`src/core/psu_map.svh`:
```
// Constants of the power supply management slave: bus offsets, fields, codes, resets.
// Assumes inclusion by bare name from the design files.
`ifndef PSU_MAP_SVH
`define PSU_MAP_SVH
// Wishbone byte offsets
`define WB_COND         8'h00
`define WB_STATUS       8'h04
`define WB_ADDR         8'h08
`define WB_VOUT         8'h0C
`define WB_TELV         8'h10
`define WB_TELI         8'h14
`define WB_RESP         8'h18
// Condition register fields
`define COND_OC         0
`define COND_OT         1
`define COND_SHUT       2
// Status word fields
`define SW_CML          1
`define SW_TEMP         2
`define SW_OC           4
`define SW_SHUT         5
`define SW_OFF          6
// Link addressing
`define ADDR_PREFIX     3'b110
`define ADDR_BCAST      7'h00
// Commands
`define CMD_OPERATION   8'h01
`define CMD_ONOFF_CFG   8'h02
`define CMD_CLEAR       8'h03
`define CMD_VOUT_MODE   8'h20
`define CMD_VOUT_CMD    8'h21
`define CMD_OC_RESP     8'h47
`define CMD_OT_RESP     8'h50
`define CMD_STAT_BYTE   8'h78
`define CMD_STAT_WORD   8'h79
`define CMD_READ_VOUT   8'h8B
`define CMD_READ_IOUT   8'h8C
`define CMD_USER_BLOCK  8'hB0
// Accepted codes and fixed values
`define ONOFF_FIXED     8'h1D
`define OC_LATCH        8'hC0
`define OC_HICCUP       8'hF8
`define OT_LATCH        8'h80
`define OT_RESTART      8'hC0
`define VOUT_EXP        5'h09
`define CRC_POLY        8'h07
// Reset values
`define RST_OPERATION   8'h80
`define RST_OC_RESP     8'hF8
`define RST_OT_RESP     8'hC0
`endif

```
`src/core/psu_pkg.sv`:
```
// Types of the power supply management slave.
// Assumes nothing of its surroundings.
package psu_pkg;
	typedef logic [2:0] strap_level_t;
	typedef enum logic [2:0] {
		ST_IDLE = 3'b000,
		ST_RX   = 3'b001,
		ST_RACK = 3'b011,
		ST_TX   = 3'b010,
		ST_TACK = 3'b110,
		ST_WAIT = 3'b111
	} link_state_t;
endpackage

```
`src/core/byte_store_if.sv`:
```
// Carrier between the link engine and its block byte store.
// Assumes one clock shared by both ends.
`timescale 1ns/1ps
`default_nettype none
interface byte_store_if #(parameter int AW = 4);
	logic          we;
	logic [AW-1:0] waddr;
	logic [7:0]    wdata;
	logic [AW-1:0] raddr;
	logic [7:0]    rdata;
	modport engine (output we, output waddr, output wdata, output raddr, input rdata);
	modport store  (input we, input waddr, input wdata, input raddr, output rdata);
endinterface
`default_nettype wire

```
`src/core/psu_mgmt_slave.sv`:
```
// Management link target of a power supply: two-wire bus slave with PEC, status, alert.
// Assumes scl/sda and straps come from pins; Wishbone master on clk_i.
//
// The implementer's own choices: the Wishbone register port and the placing of the registers.
`timescale 1ns/1ps
`default_nettype none
`include "psu_map.svh"
module psu_mgmt_slave #(
	parameter int BLK_DEPTH = 16
) (
	input  wire logic                  clk_i,
	input  wire logic                  rst_i,
	input  wire logic                  scl_i,
	input  wire logic                  sda_i,
	output logic                       sda_o,
	output logic                       sda_oe_n_o,
	output logic                       smb_alert_n_o,
	input  wire logic                  output_control_pin_i,
	output logic                       output_enable_o,
	input  wire psu_pkg::strap_level_t addr_strap_low_i,
	input  wire psu_pkg::strap_level_t addr_strap_high_i,
	input  wire logic                  wb_cyc_i,
	input  wire logic                  wb_stb_i,
	input  wire logic                  wb_we_i,
	input  wire logic [7:0]            wb_adr_i,
	input  wire logic [3:0]            wb_sel_i,
	input  wire logic [31:0]           wb_dat_i,
	output logic [31:0]                wb_dat_o,
	output logic                       wb_ack_o
);
	import psu_pkg::*;
	localparam int AW = $clog2(BLK_DEPTH);
	localparam logic [5:0] DEPTH6 = 6'(BLK_DEPTH);

	if (BLK_DEPTH < 2 || BLK_DEPTH > 32) begin : g_chk
		$error("psu_mgmt_slave: BLK_DEPTH must be 2..32");
	end

	function automatic logic [7:0] crc8(input logic [7:0] c, input logic [7:0] d);
		logic [7:0] r;
		r = c ^ d;
		for (int i = 0; i < 8; i++) begin
			r = r[7] ? ({r[6:0], 1'b0} ^ `CRC_POLY) : {r[6:0], 1'b0};
		end
		return r;
	endfunction

	function automatic logic [1:0] strap_dec(input strap_level_t t);
		unique case (t)
			3'b111:  return 2'b00;
			3'b011:  return 2'b01;
			3'b001:  return 2'b10;
			default: return 2'b11;
		endcase
	endfunction

	function automatic logic [15:0] lin_word(input logic [4:0] e, input logic [10:0] m);
		return {e, m};
	endfunction

	// Pin synchronisers
	logic [8:0] sync1_reg, sync2_reg;
	logic       scl_d_reg, sda_d_reg;
	always_ff @(posedge clk_i) begin
		sync1_reg <= {scl_i, sda_i, output_control_pin_i, addr_strap_high_i, addr_strap_low_i};
		sync2_reg <= sync1_reg;
		scl_d_reg <= sync2_reg[8];
		sda_d_reg <= sync2_reg[7];
	end
	logic scl_s, sda_s, ctl_s, scl_rise, scl_fall, start_c, stop_c;
	logic [3:0] addr4;
	assign scl_s    = sync2_reg[8];
	assign sda_s    = sync2_reg[7];
	assign ctl_s    = sync2_reg[6];
	assign addr4    = {strap_dec(sync2_reg[5:3]), strap_dec(sync2_reg[2:0])};
	assign scl_rise = scl_s & ~scl_d_reg;
	assign scl_fall = ~scl_s & scl_d_reg;
	assign start_c  = scl_s & scl_d_reg & sda_d_reg & ~sda_s;
	assign stop_c   = scl_s & scl_d_reg & ~sda_d_reg & sda_s;

	// Link engine state
	link_state_t st_reg, st_next;
	logic [3:0]  bits_reg, bits_next;
	logic [7:0]  sh_reg, sh_next, crc_reg, crc_next, cmd_reg, cmd_next;
	logic [7:0]  d0_reg, d0_next, d1_reg, d1_next, blk_len_reg, blk_len_next;
	logic [5:0]  byte_n_reg, byte_n_next, rd_len_reg, rd_len_next, rd_idx_reg, rd_idx_next;
	logic [15:0] rdw_reg, rdw_next;
	logic        rd_reg, rd_next, acked_reg, acked_next, mack_reg, mack_next;
	logic        drv_reg, drv_next, cmd_ok_reg, cmd_ok_next;
	// Settings written over the link
	logic [7:0]  op_reg, op_next, ocr_reg, ocr_next, otr_reg, otr_next;
	logic [15:0] vcmd_reg, vcmd_next;
	// Events towards status
	logic        clr_ev, inv_ev, pec_ev, do_load;
	logic [7:0]  b, tx;
	logic [5:0]  wlen;
	// Firmware view and status
	logic [2:0]  cond_reg, cond_next;
	logic [15:0] telv_reg, telv_next, teli_reg, teli_next;
	logic        oc_lat_reg, oc_lat_next, ot_lat_reg, ot_lat_next;
	logic        sh_lat_reg, sh_lat_next, cml_lat_reg, cml_lat_next;
	logic [4:0]  live_prev_reg, live;
	logic        alert_reg, alert_next;
	logic [15:0] sw;
	// Read selector
	logic [15:0] sel_word;
	logic [5:0]  sel_len;

	byte_store_if #(.AW(AW)) mem_bus ();
	byte_store #(.DEPTH(BLK_DEPTH), .AW(AW)) u_store (.clk_i(clk_i), .bus(mem_bus.store));

	assign b    = {sh_reg[6:0], sda_s};
	assign wlen = byte_n_reg - 6'd3;
	assign mem_bus.raddr = AW'(rd_idx_reg - 6'd1);

	always_comb begin
		sel_word = 16'h0000;
		sel_len  = 6'd0;
		unique case (cmd_reg)
			`CMD_OPERATION: begin sel_word = {8'h00, op_reg}; sel_len = 6'd1; end
			`CMD_VOUT_MODE: begin sel_word = {11'h000, `VOUT_EXP}; sel_len = 6'd1; end
			`CMD_VOUT_CMD:  begin sel_word = vcmd_reg; sel_len = 6'd2; end
			`CMD_OC_RESP:   begin sel_word = {8'h00, ocr_reg}; sel_len = 6'd1; end
			`CMD_OT_RESP:   begin sel_word = {8'h00, otr_reg}; sel_len = 6'd1; end
			`CMD_STAT_BYTE: begin sel_word = {8'h00, sw[7:0]}; sel_len = 6'd1; end
			`CMD_STAT_WORD: begin sel_word = sw; sel_len = 6'd2; end
			`CMD_READ_VOUT: begin sel_word = telv_reg; sel_len = 6'd2; end
			`CMD_READ_IOUT: begin sel_word = lin_word(teli_reg[15:11], teli_reg[10:0]); sel_len = 6'd2; end
			`CMD_USER_BLOCK: sel_len = blk_len_reg[5:0] + 6'd1;
			default: sel_len = 6'd0;
		endcase
	end

	always_comb begin
		st_next = st_reg; bits_next = bits_reg; sh_next = sh_reg; crc_next = crc_reg;
		cmd_next = cmd_reg; d0_next = d0_reg; d1_next = d1_reg; blk_len_next = blk_len_reg;
		byte_n_next = byte_n_reg; rd_len_next = rd_len_reg; rd_idx_next = rd_idx_reg;
		rdw_next = rdw_reg; rd_next = rd_reg; acked_next = acked_reg; mack_next = mack_reg;
		drv_next = drv_reg; cmd_ok_next = cmd_ok_reg;
		op_next = op_reg; ocr_next = ocr_reg; otr_next = otr_reg; vcmd_next = vcmd_reg;
		clr_ev = 1'b0; inv_ev = 1'b0; pec_ev = 1'b0; do_load = 1'b0; tx = 8'h00;
		mem_bus.we = 1'b0; mem_bus.waddr = AW'(wlen); mem_bus.wdata = b;
		if (start_c) begin
			st_next = ST_RX; bits_next = 4'd0; byte_n_next = 6'd0; drv_next = 1'b0; rd_next = 1'b0;
			if (st_reg == ST_IDLE || st_reg == ST_WAIT) begin
				crc_next = 8'h00;
				cmd_ok_next = 1'b0;
			end
		end else if (stop_c) begin
			st_next = ST_IDLE; drv_next = 1'b0;
			if (!rd_reg && byte_n_reg >= 6'd3) begin
				if (crc_reg != 8'h00) begin
					pec_ev = 1'b1;
				end else begin
					unique case (cmd_reg)
						`CMD_CLEAR: if (wlen == 6'd0) clr_ev = 1'b1; else inv_ev = 1'b1;
						`CMD_OPERATION: if (wlen == 6'd1) op_next = d0_reg; else inv_ev = 1'b1;
						`CMD_ONOFF_CFG: inv_ev = (wlen != 6'd1) || (d0_reg != `ONOFF_FIXED);
						`CMD_VOUT_CMD: if (wlen == 6'd2) vcmd_next = {d1_reg, d0_reg}; else inv_ev = 1'b1;
						`CMD_OC_RESP: begin
							if (wlen == 6'd1 && (d0_reg == `OC_LATCH || d0_reg == `OC_HICCUP)) begin
								ocr_next = d0_reg;
							end else begin
								inv_ev = 1'b1;
							end
						end
						`CMD_OT_RESP: begin
							if (wlen == 6'd1 && (d0_reg == `OT_LATCH || d0_reg == `OT_RESTART)) begin
								otr_next = d0_reg;
							end else begin
								inv_ev = 1'b1;
							end
						end
						`CMD_USER_BLOCK: begin
							if ({2'b00, wlen} == d0_reg + 8'd1 && d0_reg != 8'h00 && d0_reg <= {2'b00, DEPTH6}) begin
								blk_len_next = d0_reg;
							end else begin
								inv_ev = 1'b1;
							end
						end
						default: inv_ev = 1'b1;
					endcase
				end
			end
		end else begin
			unique case (st_reg)
				ST_IDLE, ST_WAIT: ;
				ST_RX: begin
					if (scl_rise && bits_reg != 4'd8) begin
						sh_next = b;
						bits_next = bits_reg + 4'd1;
						if (bits_reg == 4'd7) begin
							byte_n_next = (byte_n_reg == 6'h3F) ? byte_n_reg : byte_n_reg + 6'd1;
							if (byte_n_reg == 6'd0) begin
								acked_next = 1'b0;
								if (b[7:1] == {`ADDR_PREFIX, addr4} || b[7:1] == `ADDR_BCAST) begin
									if (!b[0]) begin
										acked_next = 1'b1;
										crc_next = crc8(crc_reg, b);
									end else if (b[7:1] == `ADDR_BCAST || !cmd_ok_reg || sel_len == 6'd0) begin
										inv_ev = 1'b1;
									end else begin
										acked_next = 1'b1; rd_next = 1'b1;
										crc_next = crc8(crc_reg, b);
										rdw_next = sel_word; rd_len_next = sel_len; rd_idx_next = 6'd0;
									end
								end
							end else begin
								acked_next = 1'b1;
								crc_next = crc8(crc_reg, b);
								if (byte_n_reg == 6'd1) begin
									cmd_next = b;
									cmd_ok_next = 1'b1;
								end
								if (byte_n_reg == 6'd2) d0_next = b;
								if (byte_n_reg == 6'd3) d1_next = b;
								if (cmd_reg == `CMD_USER_BLOCK && byte_n_reg >= 6'd3 && wlen < DEPTH6) begin
									mem_bus.we = 1'b1;
								end
							end
						end
					end else if (scl_fall && bits_reg == 4'd8) begin
						st_next = ST_RACK;
						drv_next = acked_reg;
					end
				end
				ST_RACK: begin
					if (scl_fall) begin
						drv_next = 1'b0;
						if (!acked_reg) st_next = ST_WAIT;
						else if (rd_reg) do_load = 1'b1;
						else begin
							st_next = ST_RX;
							bits_next = 4'd0;
						end
					end
				end
				ST_TX: begin
					if (scl_fall) begin
						if (bits_reg == 4'd8) begin
							drv_next = 1'b0;
							st_next = ST_TACK;
						end else begin
							drv_next = ~sh_reg[7];
							sh_next = {sh_reg[6:0], 1'b0};
							bits_next = bits_reg + 4'd1;
						end
					end
				end
				ST_TACK: begin
					if (scl_rise) mack_next = ~sda_s;
					else if (scl_fall) begin
						if (mack_reg && rd_idx_reg <= rd_len_reg) do_load = 1'b1;
						else st_next = ST_WAIT;
					end
				end
				default: st_next = ST_IDLE;
			endcase
		end
		if (do_load) begin
			if (rd_idx_reg == rd_len_reg) tx = crc_reg;
			else if (cmd_reg == `CMD_USER_BLOCK) tx = (rd_idx_reg == 6'd0) ? blk_len_reg : mem_bus.rdata;
			else tx = (rd_idx_reg == 6'd0) ? rdw_reg[7:0] : rdw_reg[15:8];
			if (rd_idx_reg != rd_len_reg) crc_next = crc8(crc_reg, tx);
			sh_next = {tx[6:0], 1'b0}; drv_next = ~tx[7]; bits_next = 4'd1;
			rd_idx_next = rd_idx_reg + 6'd1; st_next = ST_TX;
		end
	end

	always_ff @(posedge clk_i) begin
		if (rst_i) begin
			st_reg <= ST_IDLE; bits_reg <= 4'd0; sh_reg <= 8'h00; crc_reg <= 8'h00;
			cmd_reg <= 8'h00; d0_reg <= 8'h00; d1_reg <= 8'h00; blk_len_reg <= 8'h00;
			byte_n_reg <= 6'd0; rd_len_reg <= 6'd0; rd_idx_reg <= 6'd0; rdw_reg <= 16'h0000;
			rd_reg <= 1'b0; acked_reg <= 1'b0; mack_reg <= 1'b0; drv_reg <= 1'b0;
			cmd_ok_reg <= 1'b0; op_reg <= `RST_OPERATION; ocr_reg <= `RST_OC_RESP;
			otr_reg <= `RST_OT_RESP; vcmd_reg <= 16'h0000;
		end else begin
			st_reg <= st_next; bits_reg <= bits_next; sh_reg <= sh_next; crc_reg <= crc_next;
			cmd_reg <= cmd_next; d0_reg <= d0_next; d1_reg <= d1_next; blk_len_reg <= blk_len_next;
			byte_n_reg <= byte_n_next; rd_len_reg <= rd_len_next; rd_idx_reg <= rd_idx_next;
			rdw_reg <= rdw_next; rd_reg <= rd_next; acked_reg <= acked_next; mack_reg <= mack_next;
			drv_reg <= drv_next; cmd_ok_reg <= cmd_ok_next; op_reg <= op_next; ocr_reg <= ocr_next;
			otr_reg <= otr_next; vcmd_reg <= vcmd_next;
		end
	end

	// Status, alarms and alert
	assign output_enable_o = ctl_s & op_reg[7];
	assign live = {~output_enable_o, oc_lat_reg, ot_lat_reg, sh_lat_reg, cml_lat_reg};
	always_comb begin
		sw = 16'h0000;
		sw[`SW_OFF]  = ~output_enable_o;
		sw[`SW_OC]   = oc_lat_reg;
		sw[`SW_TEMP] = ot_lat_reg;
		sw[`SW_SHUT] = sh_lat_reg;
		sw[`SW_CML]  = cml_lat_reg;
		oc_lat_next  = (oc_lat_reg & ~clr_ev) | cond_reg[`COND_OC];
		ot_lat_next  = (ot_lat_reg & ~clr_ev) | cond_reg[`COND_OT];
		sh_lat_next  = (sh_lat_reg & ~clr_ev) | cond_reg[`COND_SHUT];
		cml_lat_next = (cml_lat_reg & ~clr_ev) | inv_ev | pec_ev;
		alert_next   = (alert_reg & ~clr_ev) | (live != live_prev_reg);
	end

	// Wishbone slave
	logic        ack_reg, ack_next, wr_en;
	logic [31:0] dat_reg, dat_next;
	assign wr_en = wb_cyc_i & wb_stb_i & wb_we_i & ack_reg;
	always_comb begin
		ack_next  = wb_cyc_i & wb_stb_i & ~ack_reg;
		dat_next  = dat_reg;
		cond_next = cond_reg;
		telv_next = telv_reg;
		teli_next = teli_reg;
		if (ack_next && !wb_we_i) begin
			unique case (wb_adr_i)
				`WB_COND:   dat_next = {29'h0, cond_reg};
				`WB_STATUS: dat_next = {16'h0000, sw};
				`WB_ADDR:   dat_next = {24'h0, ~smb_alert_n_o, `ADDR_PREFIX, addr4};
				`WB_VOUT:   dat_next = {16'h0000, vcmd_reg};
				`WB_TELV:   dat_next = {16'h0000, telv_reg};
				`WB_TELI:   dat_next = {16'h0000, lin_word(teli_reg[15:11], teli_reg[10:0])};
				`WB_RESP:   dat_next = {8'h00, op_reg, otr_reg, ocr_reg};
				default:    dat_next = 32'h0000_0000;
			endcase
		end
		if (wr_en) begin
			unique case (wb_adr_i)
				`WB_COND: if (wb_sel_i[0]) cond_next = wb_dat_i[2:0];
				`WB_TELV: telv_next = {wb_sel_i[1] ? wb_dat_i[15:8] : telv_reg[15:8],
					wb_sel_i[0] ? wb_dat_i[7:0] : telv_reg[7:0]};
				`WB_TELI: teli_next = {wb_sel_i[1] ? wb_dat_i[15:8] : teli_reg[15:8],
					wb_sel_i[0] ? wb_dat_i[7:0] : teli_reg[7:0]};
				default: ;
			endcase
		end
	end

	always_ff @(posedge clk_i) begin
		if (rst_i) begin
			oc_lat_reg <= 1'b0; ot_lat_reg <= 1'b0; sh_lat_reg <= 1'b0; cml_lat_reg <= 1'b0;
			live_prev_reg <= 5'h00; alert_reg <= 1'b1;
			ack_reg <= 1'b0; dat_reg <= 32'h0000_0000; cond_reg <= 3'h0;
			telv_reg <= 16'h0000; teli_reg <= 16'h0000;
		end else begin
			oc_lat_reg <= oc_lat_next; ot_lat_reg <= ot_lat_next;
			sh_lat_reg <= sh_lat_next; cml_lat_reg <= cml_lat_next;
			live_prev_reg <= live; alert_reg <= alert_next;
			ack_reg <= ack_next; dat_reg <= dat_next; cond_reg <= cond_next;
			telv_reg <= telv_next; teli_reg <= teli_next;
		end
	end

	assign sda_o         = 1'b0;
	assign sda_oe_n_o    = ~drv_reg;
	assign smb_alert_n_o = ~alert_reg;
	assign wb_ack_o      = ack_reg;
	assign wb_dat_o      = dat_reg;
endmodule
`default_nettype wire

```
`src/core/byte_store.sv`:
```
// Small byte memory holding the user block; read data leave a register.
// Assumes the engine holds raddr stable a cycle before it uses rdata.
`timescale 1ns/1ps
`default_nettype none
module byte_store #(
	parameter int DEPTH = 16,
	parameter int AW    = 4
) (
	input  wire logic    clk_i,
	byte_store_if.store  bus
);
	logic [7:0] mem [DEPTH];
	logic [7:0] rdata_reg;

	if (DEPTH < 2 || (1 << AW) < DEPTH) begin : g_chk
		$error("byte_store: DEPTH does not fit AW");
	end

	always_ff @(posedge clk_i) begin
		if (bus.we) begin
			mem[bus.waddr] <= bus.wdata;
		end
		rdata_reg <= mem[bus.raddr];
	end

	assign bus.rdata = rdata_reg;
endmodule
`default_nettype wire

```
`config.mk`:
```
export PLATFORM = sky130hd
export DESIGN_NAME = psu_mgmt_slave
export DESIGN_NICKNAME = d
export VERILOG_FILES = /design/src/core/psu_pkg.sv /design/src/core/byte_store_if.sv /design/src/core/psu_mgmt_slave.sv /design/src/core/byte_store.sv
export VERILOG_INCLUDE_DIRS = /design/src /design/src/core
export SDC_FILE = /design/constraint.sdc
export NUM_CORES = 1
export LEC_CHECK = 0
export ABC_AREA = 1
export CAP_MARGIN = 30
export CORE_MARGIN = 2
export CORE_UTILIZATION = 55
export CTS_CLUSTER_DIAMETER = 50
export CTS_CLUSTER_SIZE = 20
export DETAILED_ROUTE_END_ITERATION = 12
export DONT_BUFFER_PORTS = 1
export PLACE_DENSITY_LB_ADDON = 0.25
export SLEW_MARGIN = 20
export SYNTH_ARGS = -nofsm -noshare
export SYNTH_HDL_FRONTEND = slang
export SYNTH_SLANG_ARGS = --single-unit
```
`constraint.sdc`:
```
create_clock -name clk_i -period 5.9 [get_ports clk_i]
set_input_delay 0.59 -clock clk_i [delete_from_list [all_inputs] [get_ports clk_i]]
set_output_delay 0.59 -clock clk_i [all_outputs]
set_load 0.03 [all_outputs]
```
# ---- After elaboration in Yosys (flattened, before gate mapping)
# Memories as Yosys holds them, arrays and structs flattened. A register that Yosys moved wholly into a read port is not among the register bits.
# Cells that the tools add are included.
dict set report classes {
  add_sub_neg 7
  order_cmp 4
  n_eq_ne 97
  n_mux 146
  bitwise 59
  n_reduce_logical 81
}
# op count
set ops {}
lappend ops {{two-way mux 8 bit} 23}
lappend ops {{case mux 24 bit (7 select lines)} 1}
lappend ops {{case mux 16 bit (8 select lines)} 1}
lappend ops {{two-way mux 3 bit} 26}
lappend ops {{two-way mux 1 bit} 67}
lappend ops {{inequality test 4 bit (second input constant)} 16}
lappend ops {{two-way mux 6 bit} 10}
lappend ops {{== test 8 bit (second input constant)} 6}
lappend ops {{inverter 3 bit} 16}
lappend ops {{inequality test 5 bit (second input constant)} 9}
lappend ops {{AND reduction 6 bit} 7}
lappend ops {{== test 8 x 7 -> 1 bit (second input constant)} 4}
lappend ops {{inequality test 2 bit (second input constant)} 15}
lappend ops {{AND reduction 10 bit} 3}
lappend ops {{AND reduction 7 bit} 4}
lappend ops {{== test 8 x 5 -> 1 bit (second input constant)} 3}
lappend ops {{logical NOT 6 bit} 4}
lappend ops {{two-way mux 4 bit} 6}
lappend ops {{AND reduction 8 bit} 3}
lappend ops {{nonzero test 2 bit} 11}
lappend ops {{adder 6 x 1 -> 6 bit (second input constant)} 3}
lappend ops {{== test 6 x 2 -> 1 bit (second input constant)} 3}
lappend ops {{inverter 1 bit} 18}
lappend ops {{case mux 6 bit (3 select lines)} 1}
lappend ops {{60 further kinds} 134}
dict set report totals {
  register_bits 232
  mem_bits_rw 128
  in_bits 58
  out_inout_bits 37
  n_memories 1
}
# name depth word_bits read_ports rd_ports_with_merged_regs wr line
set mem_list {}
lappend mem_list {u_store.mem 16 8 1 1 1 byte_store.sv:12} ;# logic [7:0] mem [DEPTH];

# ---- Longest topological paths before layout
dict set report logic_depth {
  word_depth 28
  ltp_mapped 21
  ltp_nobuf 18
}

# ---- Cells and area by module
# A second synthesis with hierarchy kept.
dict set report unflattened {
  cells_unflattened 2223
  hier_area_um2 17605.6
}
# mod n_inst cells_per_inst area_each_um2 seq_area_each_um2
set modules_own_cells {}
lappend modules_own_cells {psu_mgmt_slave 1 1672 11838.9 4484.3}
lappend modules_own_cells {byte_store 1 551 5766.8 4003.8}

# ---- Worst setup path before layout
# OpenSTA, ideal clock, no wires.
dict set report synth_path {
  path_type {register to register}
  start {reg rd_idx_reg[0]}
  end {reg u_store.rdata_reg[0] (netlist: u_store.bus.rdata[0]) (read register of u_store.mem)}
  arrival_ns 2.447
  t_required_ns 5.774
  setup_slack_ns 3.328
  stages_incl_launch_ff 11
  path_buffers 4
  cell_sequence {dfxtp_1 > clkinv_1 > clkbuf_1 > buf_1 > ha_1 > buf_2 > xnor2_1 > inv_1 > clkbuf_1 > o211ai_1 > o21ai_0}
}
dict set report synth_via {
  elab_chain_len 1
}
# element line
set synth_rtl {}
lappend synth_rtl {{from (decl)} psu_mgmt_slave.sv:86} ;# logic [5:0] byte_n_reg, byte_n_next, rd_len_reg, rd_len_next, rd_idx_reg, rd_idx_next;
lappend synth_rtl {{from (signal assigned)} psu_mgmt_slave.sv:281} ;# byte_n_reg <= byte_n_next; rd_len_reg <= rd_len_next; rd_idx_reg <= rd_idx_next;
lappend synth_rtl {{subtractor 4 x 1 -> 4 bit} psu_mgmt_slave.sv:114} ;# assign mem_bus.raddr = AW'(rd_idx_reg - 6'd1);
lappend synth_rtl {{to (decl)} byte_store.sv:13} ;# logic [7:0] rdata_reg;
# No other way between the ends.
# A chain may end at the register's enable or synchronous reset.

# ---- Worst setup path after layout
dict set report layout_path {
  start {reg rd_idx_reg[0]}
  end {reg crc_reg[7]}
}
dict set report layout_via {
  elab_chain_len 13
  elab_cells_between_ends 24
}
# element line
set layout_rtl {}
lappend layout_rtl {{parallel branches: the longest is 12 deep, another holds less-or-equal comparator 6 bit} --}
lappend layout_rtl {{two-way mux 8 bit *} psu_mgmt_slave.sv:260} ;# if (do_load) begin
lappend layout_rtl {{to (signal assigned)} psu_mgmt_slave.sv:279} ;# st_reg <= st_next; bits_reg <= bits_next; sh_reg <= sh_next; crc_reg <= crc_next;
lappend layout_rtl {{to (decl)} psu_mgmt_slave.sv:84} ;# logic [7:0] sh_reg, sh_next, crc_reg, crc_next, cmd_reg, cmd_next;
# Every way passes the cells marked *. The select of a mux whose other input is x is not followed.

==> load_flow_metrics.sql <==
INSERT INTO impl_metrics (metric_group, metric, value, unit) VALUES
('power_and_ir_drop', 'power.ir.vdd_worst', '0.247', 'mV'),
('global_route', 'globalRouteMet2Util', '43.5', '%'),
('final_layout', 'synthToLayoutAreaGrowth', '8.43', '%'),
('logic_synthesis', 'synth_cell_types', '60', ''),
('setup_path', 'worstSetupStartpointType', 'flop', ''),
('clock_network', 'cts_max_level', '2', ''),
('setup_path', 'crit_required', '6.35', 'ns'),
('timing', 'hold_ws', '0.0779', 'ns'),
('setup_path', 'r2r-start', 'rd_idx_reg[0]', ''),
('setup_path', 'worst_setup_path_end_kind', 'flop', ''),
('clock_network', 'tritoncts.num_buffers', '34', ''),
('logic_synthesis', 'number_of_synthesized_flops_with_an_enable_pin', '128', ''),
('floorplan', 'placeableCoreArea', '30500', 'sq um'),
('clock_network', 'cts-root-buf', 'sky130_fd_sc_hd__clkbuf_16', ''),
('run_status', 'status', 'finished clean', ''),
('floorplan', 'width_of_the_die', '180', 'um'),
('clock_network', 'tritoncts', 'yes', ''),
('clock_network', 'path_clk_slew', '0.07', 'ns'),
('setup_path', 'worst_setup_path_startpoint', 'rd_idx_reg[0]', ''),
('logic_synthesis', 'synth_sequential_area_ratio', '50.0', '%'),
('hold_path', 'worst_hold_path_type', 'in -> reg', ''),
('timing', 'post-route-min-period', '4.14', 'ns'),
('logic_synthesis', 'synth-seq-cells', '360', ''),
('clock_network', 'maximum_count_of_clock_buffers_along_a_single_path', '3', ''),
('floorplan', 'design.die.area', '32300', 'sq um'),
('floorplan', 'num_rows', '64', ''),
('final_layout', 'largest_register_by_flop_count', 'u_store.mem', ''),
('routing', 'count_of_tritonroute_iterations_in_the_first_routing_pass', '6', ''),
('floorplan', 'floorplan.initialDensity', '55.6', '%'),
('timing', 'rsz0062_at_grt', 'false', ''),
('timing', 'final.setup_skew', '0.0331', 'ns'),
('setup_path', 'crit_type', 'reg -> reg', ''),
('power_and_ir_drop', 'power.leakage', '7.01', 'nW'),
('timing', 'max_slew_margin', '34.5', '%'),
('timing', 'timing.setup.tns', '0', 'ns'),
('placed_design', 'pre_cts_ws', '1.91', 'ns'),
('clock_network', 'insertion_delay', '0.53', 'ns'),
('routing', 'drc_errors', '0', ''),
('global_route', 'antenna_violations_before_repair', '0', ''),
('clock_network', 'cts-hold-fix-buffers', '0', ''),
('routing', 'drt_iter0_markers', '1497', ''),
('clock_network', 'cts_sinks', '360', ''),
('flow_run', 'maxcap_viol_count', '0', ''),
('routing', 'detailed_route_wl', '46500', 'um'),
('setup_path', 'worst-r2r-cell-count', '13', ''),
('global_route', 'first_global_vias', '13296', ''),
('timing', 'tightestPinTransition', '0.982', 'ns'),
('global_route', 'grt_max_degree', '76', ''),
('floorplan', 'top_level_ports', '95', ''),
('timing', 'max_freq', '242', 'MHz'),
('timing', 'final.setup.worst_slack', '1.76', 'ns'),
('global_route', 'global_route_wire_length_before_repair', '73000', 'um'),
('global_route', 'grt_util_all_layers', '28.1', '%'),
('clock_network', 'cts.repair.resized', '0', ''),
('placed_design', 'dp_hpwl', '32300', 'um'),
('routing', 'routed_via_density', '5.95', ''),
('global_route', 'globalRouteMet1Util', '40.1', '%'),
('final_layout', 'ant_diodes', '0', ''),
('routing', 'vias', '14509', ''),
('logic_synthesis', 'yosysWarnings', '0', ''),
('setup_path', 'critical_path.max_fanout', '67', ''),
('setup_path', 'setup.worst_path.end', 'crc_reg[7]', ''),
('timing', 'finalHoldViolCount', '0', ''),
('logic_synthesis', 'synthesis.area', '17000', 'sq um'),
('logic_synthesis', 'syn-instance-count', '2050', ''),
('setup_path', 'crit_arrival', '4.59', 'ns'),
('logic_synthesis', 'synth-main-ff-cell', 'sky130_fd_sc_hd__dfxtp_1', ''),
('placed_design', 'place.gp.congestion', '0.949', ''),
('floorplan', 'die_h', '180', 'um'),
('global_route', 'globalRouteMet3Util', '5.65', '%'),
('logic_synthesis', 'synth_async_reset_ratio', '0', '%');
[power by group]
part	switching [mW]	leakage [nW]	internal, mW
Clock	1.05	0.592	1.29
Sequential	0.200	3.06	2.74
Combinational	0.411	3.36	0.201
Total	1.66	7.01	4.23
[per-stage QoR]
| step | total power [mW] | instance area, sq um | cells |
|---|---|---|---|
| floorplan | 3.37 | 17000 | 2058 |
| detailed placement | 3.59 | 17200 | 2373 |
| CTS | 5.88 | 18400 | 2435 |
| global route | 6.08 | 18400 | 2438 |
| global placement | 3.56 | 17100 | 2372 |
| finish | 5.89 | 18400 | 2438 |
[worst min-delay path by stage]
stage / start / end / slack, ns / cells past startpoint
floorplan: sync1_reg[0] / sync2_reg[0] / 0.31 / 0
global placement: sync1_reg[7] / sync2_reg[7] / 0.31 / 0
detailed placement: sync1_reg[7] / sync2_reg[7] / 0.31 / 0
CTS: output_control_pin_i / sync1_reg[6] / 0.08 / 0
global route: output_control_pin_i / sync1_reg[6] / 0.06 / 0
finish: output_control_pin_i / sync1_reg[6] / 0.08 / 0
[layout by cell type (no fill, tap or decap), drive strengths merged, types with 12 or more instances in the layout]
master | synthesis | final
a211oi | 35 | 35
a21oi | 124 | 124
buf | 33 | 12
clkbuf | 57 | 40
clkinv | 5 | 14
dfxtp | 232 | 232
edfxtp | 128 | 128
ha | 19 | 19
inv | 229 | 239
nand2 | 342 | 342
nand3 | 91 | 91
nand4 | 27 | 27
nor2 | 282 | 282
nor3 | 33 | 33
nor4 | 20 | 20
o2111ai | 14 | 14
o211ai | 15 | 15
o21ai | 207 | 207
o221ai | 19 | 19
o22ai | 18 | 18
o32ai | 23 | 23
xnor2 | 17 | 17
xor2 | 27 | 27
[synth_stat cells (9+ instances only)]
library cell	number	area [sq um]
sky130_fd_sc_hd__o2111ai_1	13	114
sky130_fd_sc_hd__inv_2	15	56.3
sky130_fd_sc_hd__inv_1	214	803
sky130_fd_sc_hd__a21oi_1	124	621
sky130_fd_sc_hd__buf_2	15	75.1
sky130_fd_sc_hd__xnor2_1	17	149
sky130_fd_sc_hd__a211oi_1	34	255
sky130_fd_sc_hd__dfxtp_1	232	4640
sky130_fd_sc_hd__o221ai_1	19	166
sky130_fd_sc_hd__edfxtp_1	128	3840
sky130_fd_sc_hd__buf_4	14	105
sky130_fd_sc_hd__o22ai_1	18	113
sky130_fd_sc_hd__o21ai_0	202	1010
sky130_fd_sc_hd__nand2_2	12	75.1
sky130_fd_sc_hd__ha_1	19	238
sky130_fd_sc_hd__nor4_1	17	106
sky130_fd_sc_hd__a221oi_1	9	78.8
sky130_fd_sc_hd__o211ai_1	15	113
sky130_fd_sc_hd__mux2i_1	9	90.1
sky130_fd_sc_hd__nor3_1	26	130
sky130_fd_sc_hd__o32ai_1	23	201
sky130_fd_sc_hd__clkbuf_1	56	210
sky130_fd_sc_hd__nand3_1	88	440
sky130_fd_sc_hd__nand2_1	330	1240
sky130_fd_sc_hd__xor2_1	26	228
sky130_fd_sc_hd__nand4_1	26	163
sky130_fd_sc_hd__nor2_1	273	1020
[logic make-up after synthesis]
logic type / synth area share, %
AOI/OAI and AO/OA: 17.0
xor gates and xnor gates: 2.31
adders and majority gates: 1.40
buffers and inverters: 7.68
DFF: 50.0
muxes: 0.531
other: 0.0221
and+or+nand+nor: 21.0
[critical path, cell delays in order (launching register included)]
cell	delay, ns
sky130_fd_sc_hd__dfxtp_2	0.31
sky130_fd_sc_hd__buf_4	0.57
sky130_fd_sc_hd__clkinv_1	0.20
sky130_fd_sc_hd__ha_1	0.33
sky130_fd_sc_hd__nand3_1	0.58
sky130_fd_sc_hd__nand2_1	0.33
sky130_fd_sc_hd__nand3_1	0.15
sky130_fd_sc_hd__o21ai_2	0.11
sky130_fd_sc_hd__nand3_2	0.40
sky130_fd_sc_hd__nor2_2	0.54
sky130_fd_sc_hd__inv_1	0.18
sky130_fd_sc_hd__o21ai_0	0.11
sky130_fd_sc_hd__inv_1	0.06
sky130_fd_sc_hd__a21oi_1	0.16
[routing by layer]
| layer | up-vias | wire (um) |
|---|---|---|
| li1 | 6927 | - |
| met1 | 6801 | 19800 |
| met2 | 686 | 20900 |
| met3 | 95 | 4650 |
| met4 | 0 | 1190 |
| met5 | - | 0 |
[layout make-up]
type,count,area (sq um)
fillers,2640,12100
flip-flops and latches,360,8490
multi-input cells,1374,7230
clock buffers,40,947
inverters,234,878
well taps,396,495
clock inverters,22,259
repair buffers,12,114
(Power assumes the default switching activity.)
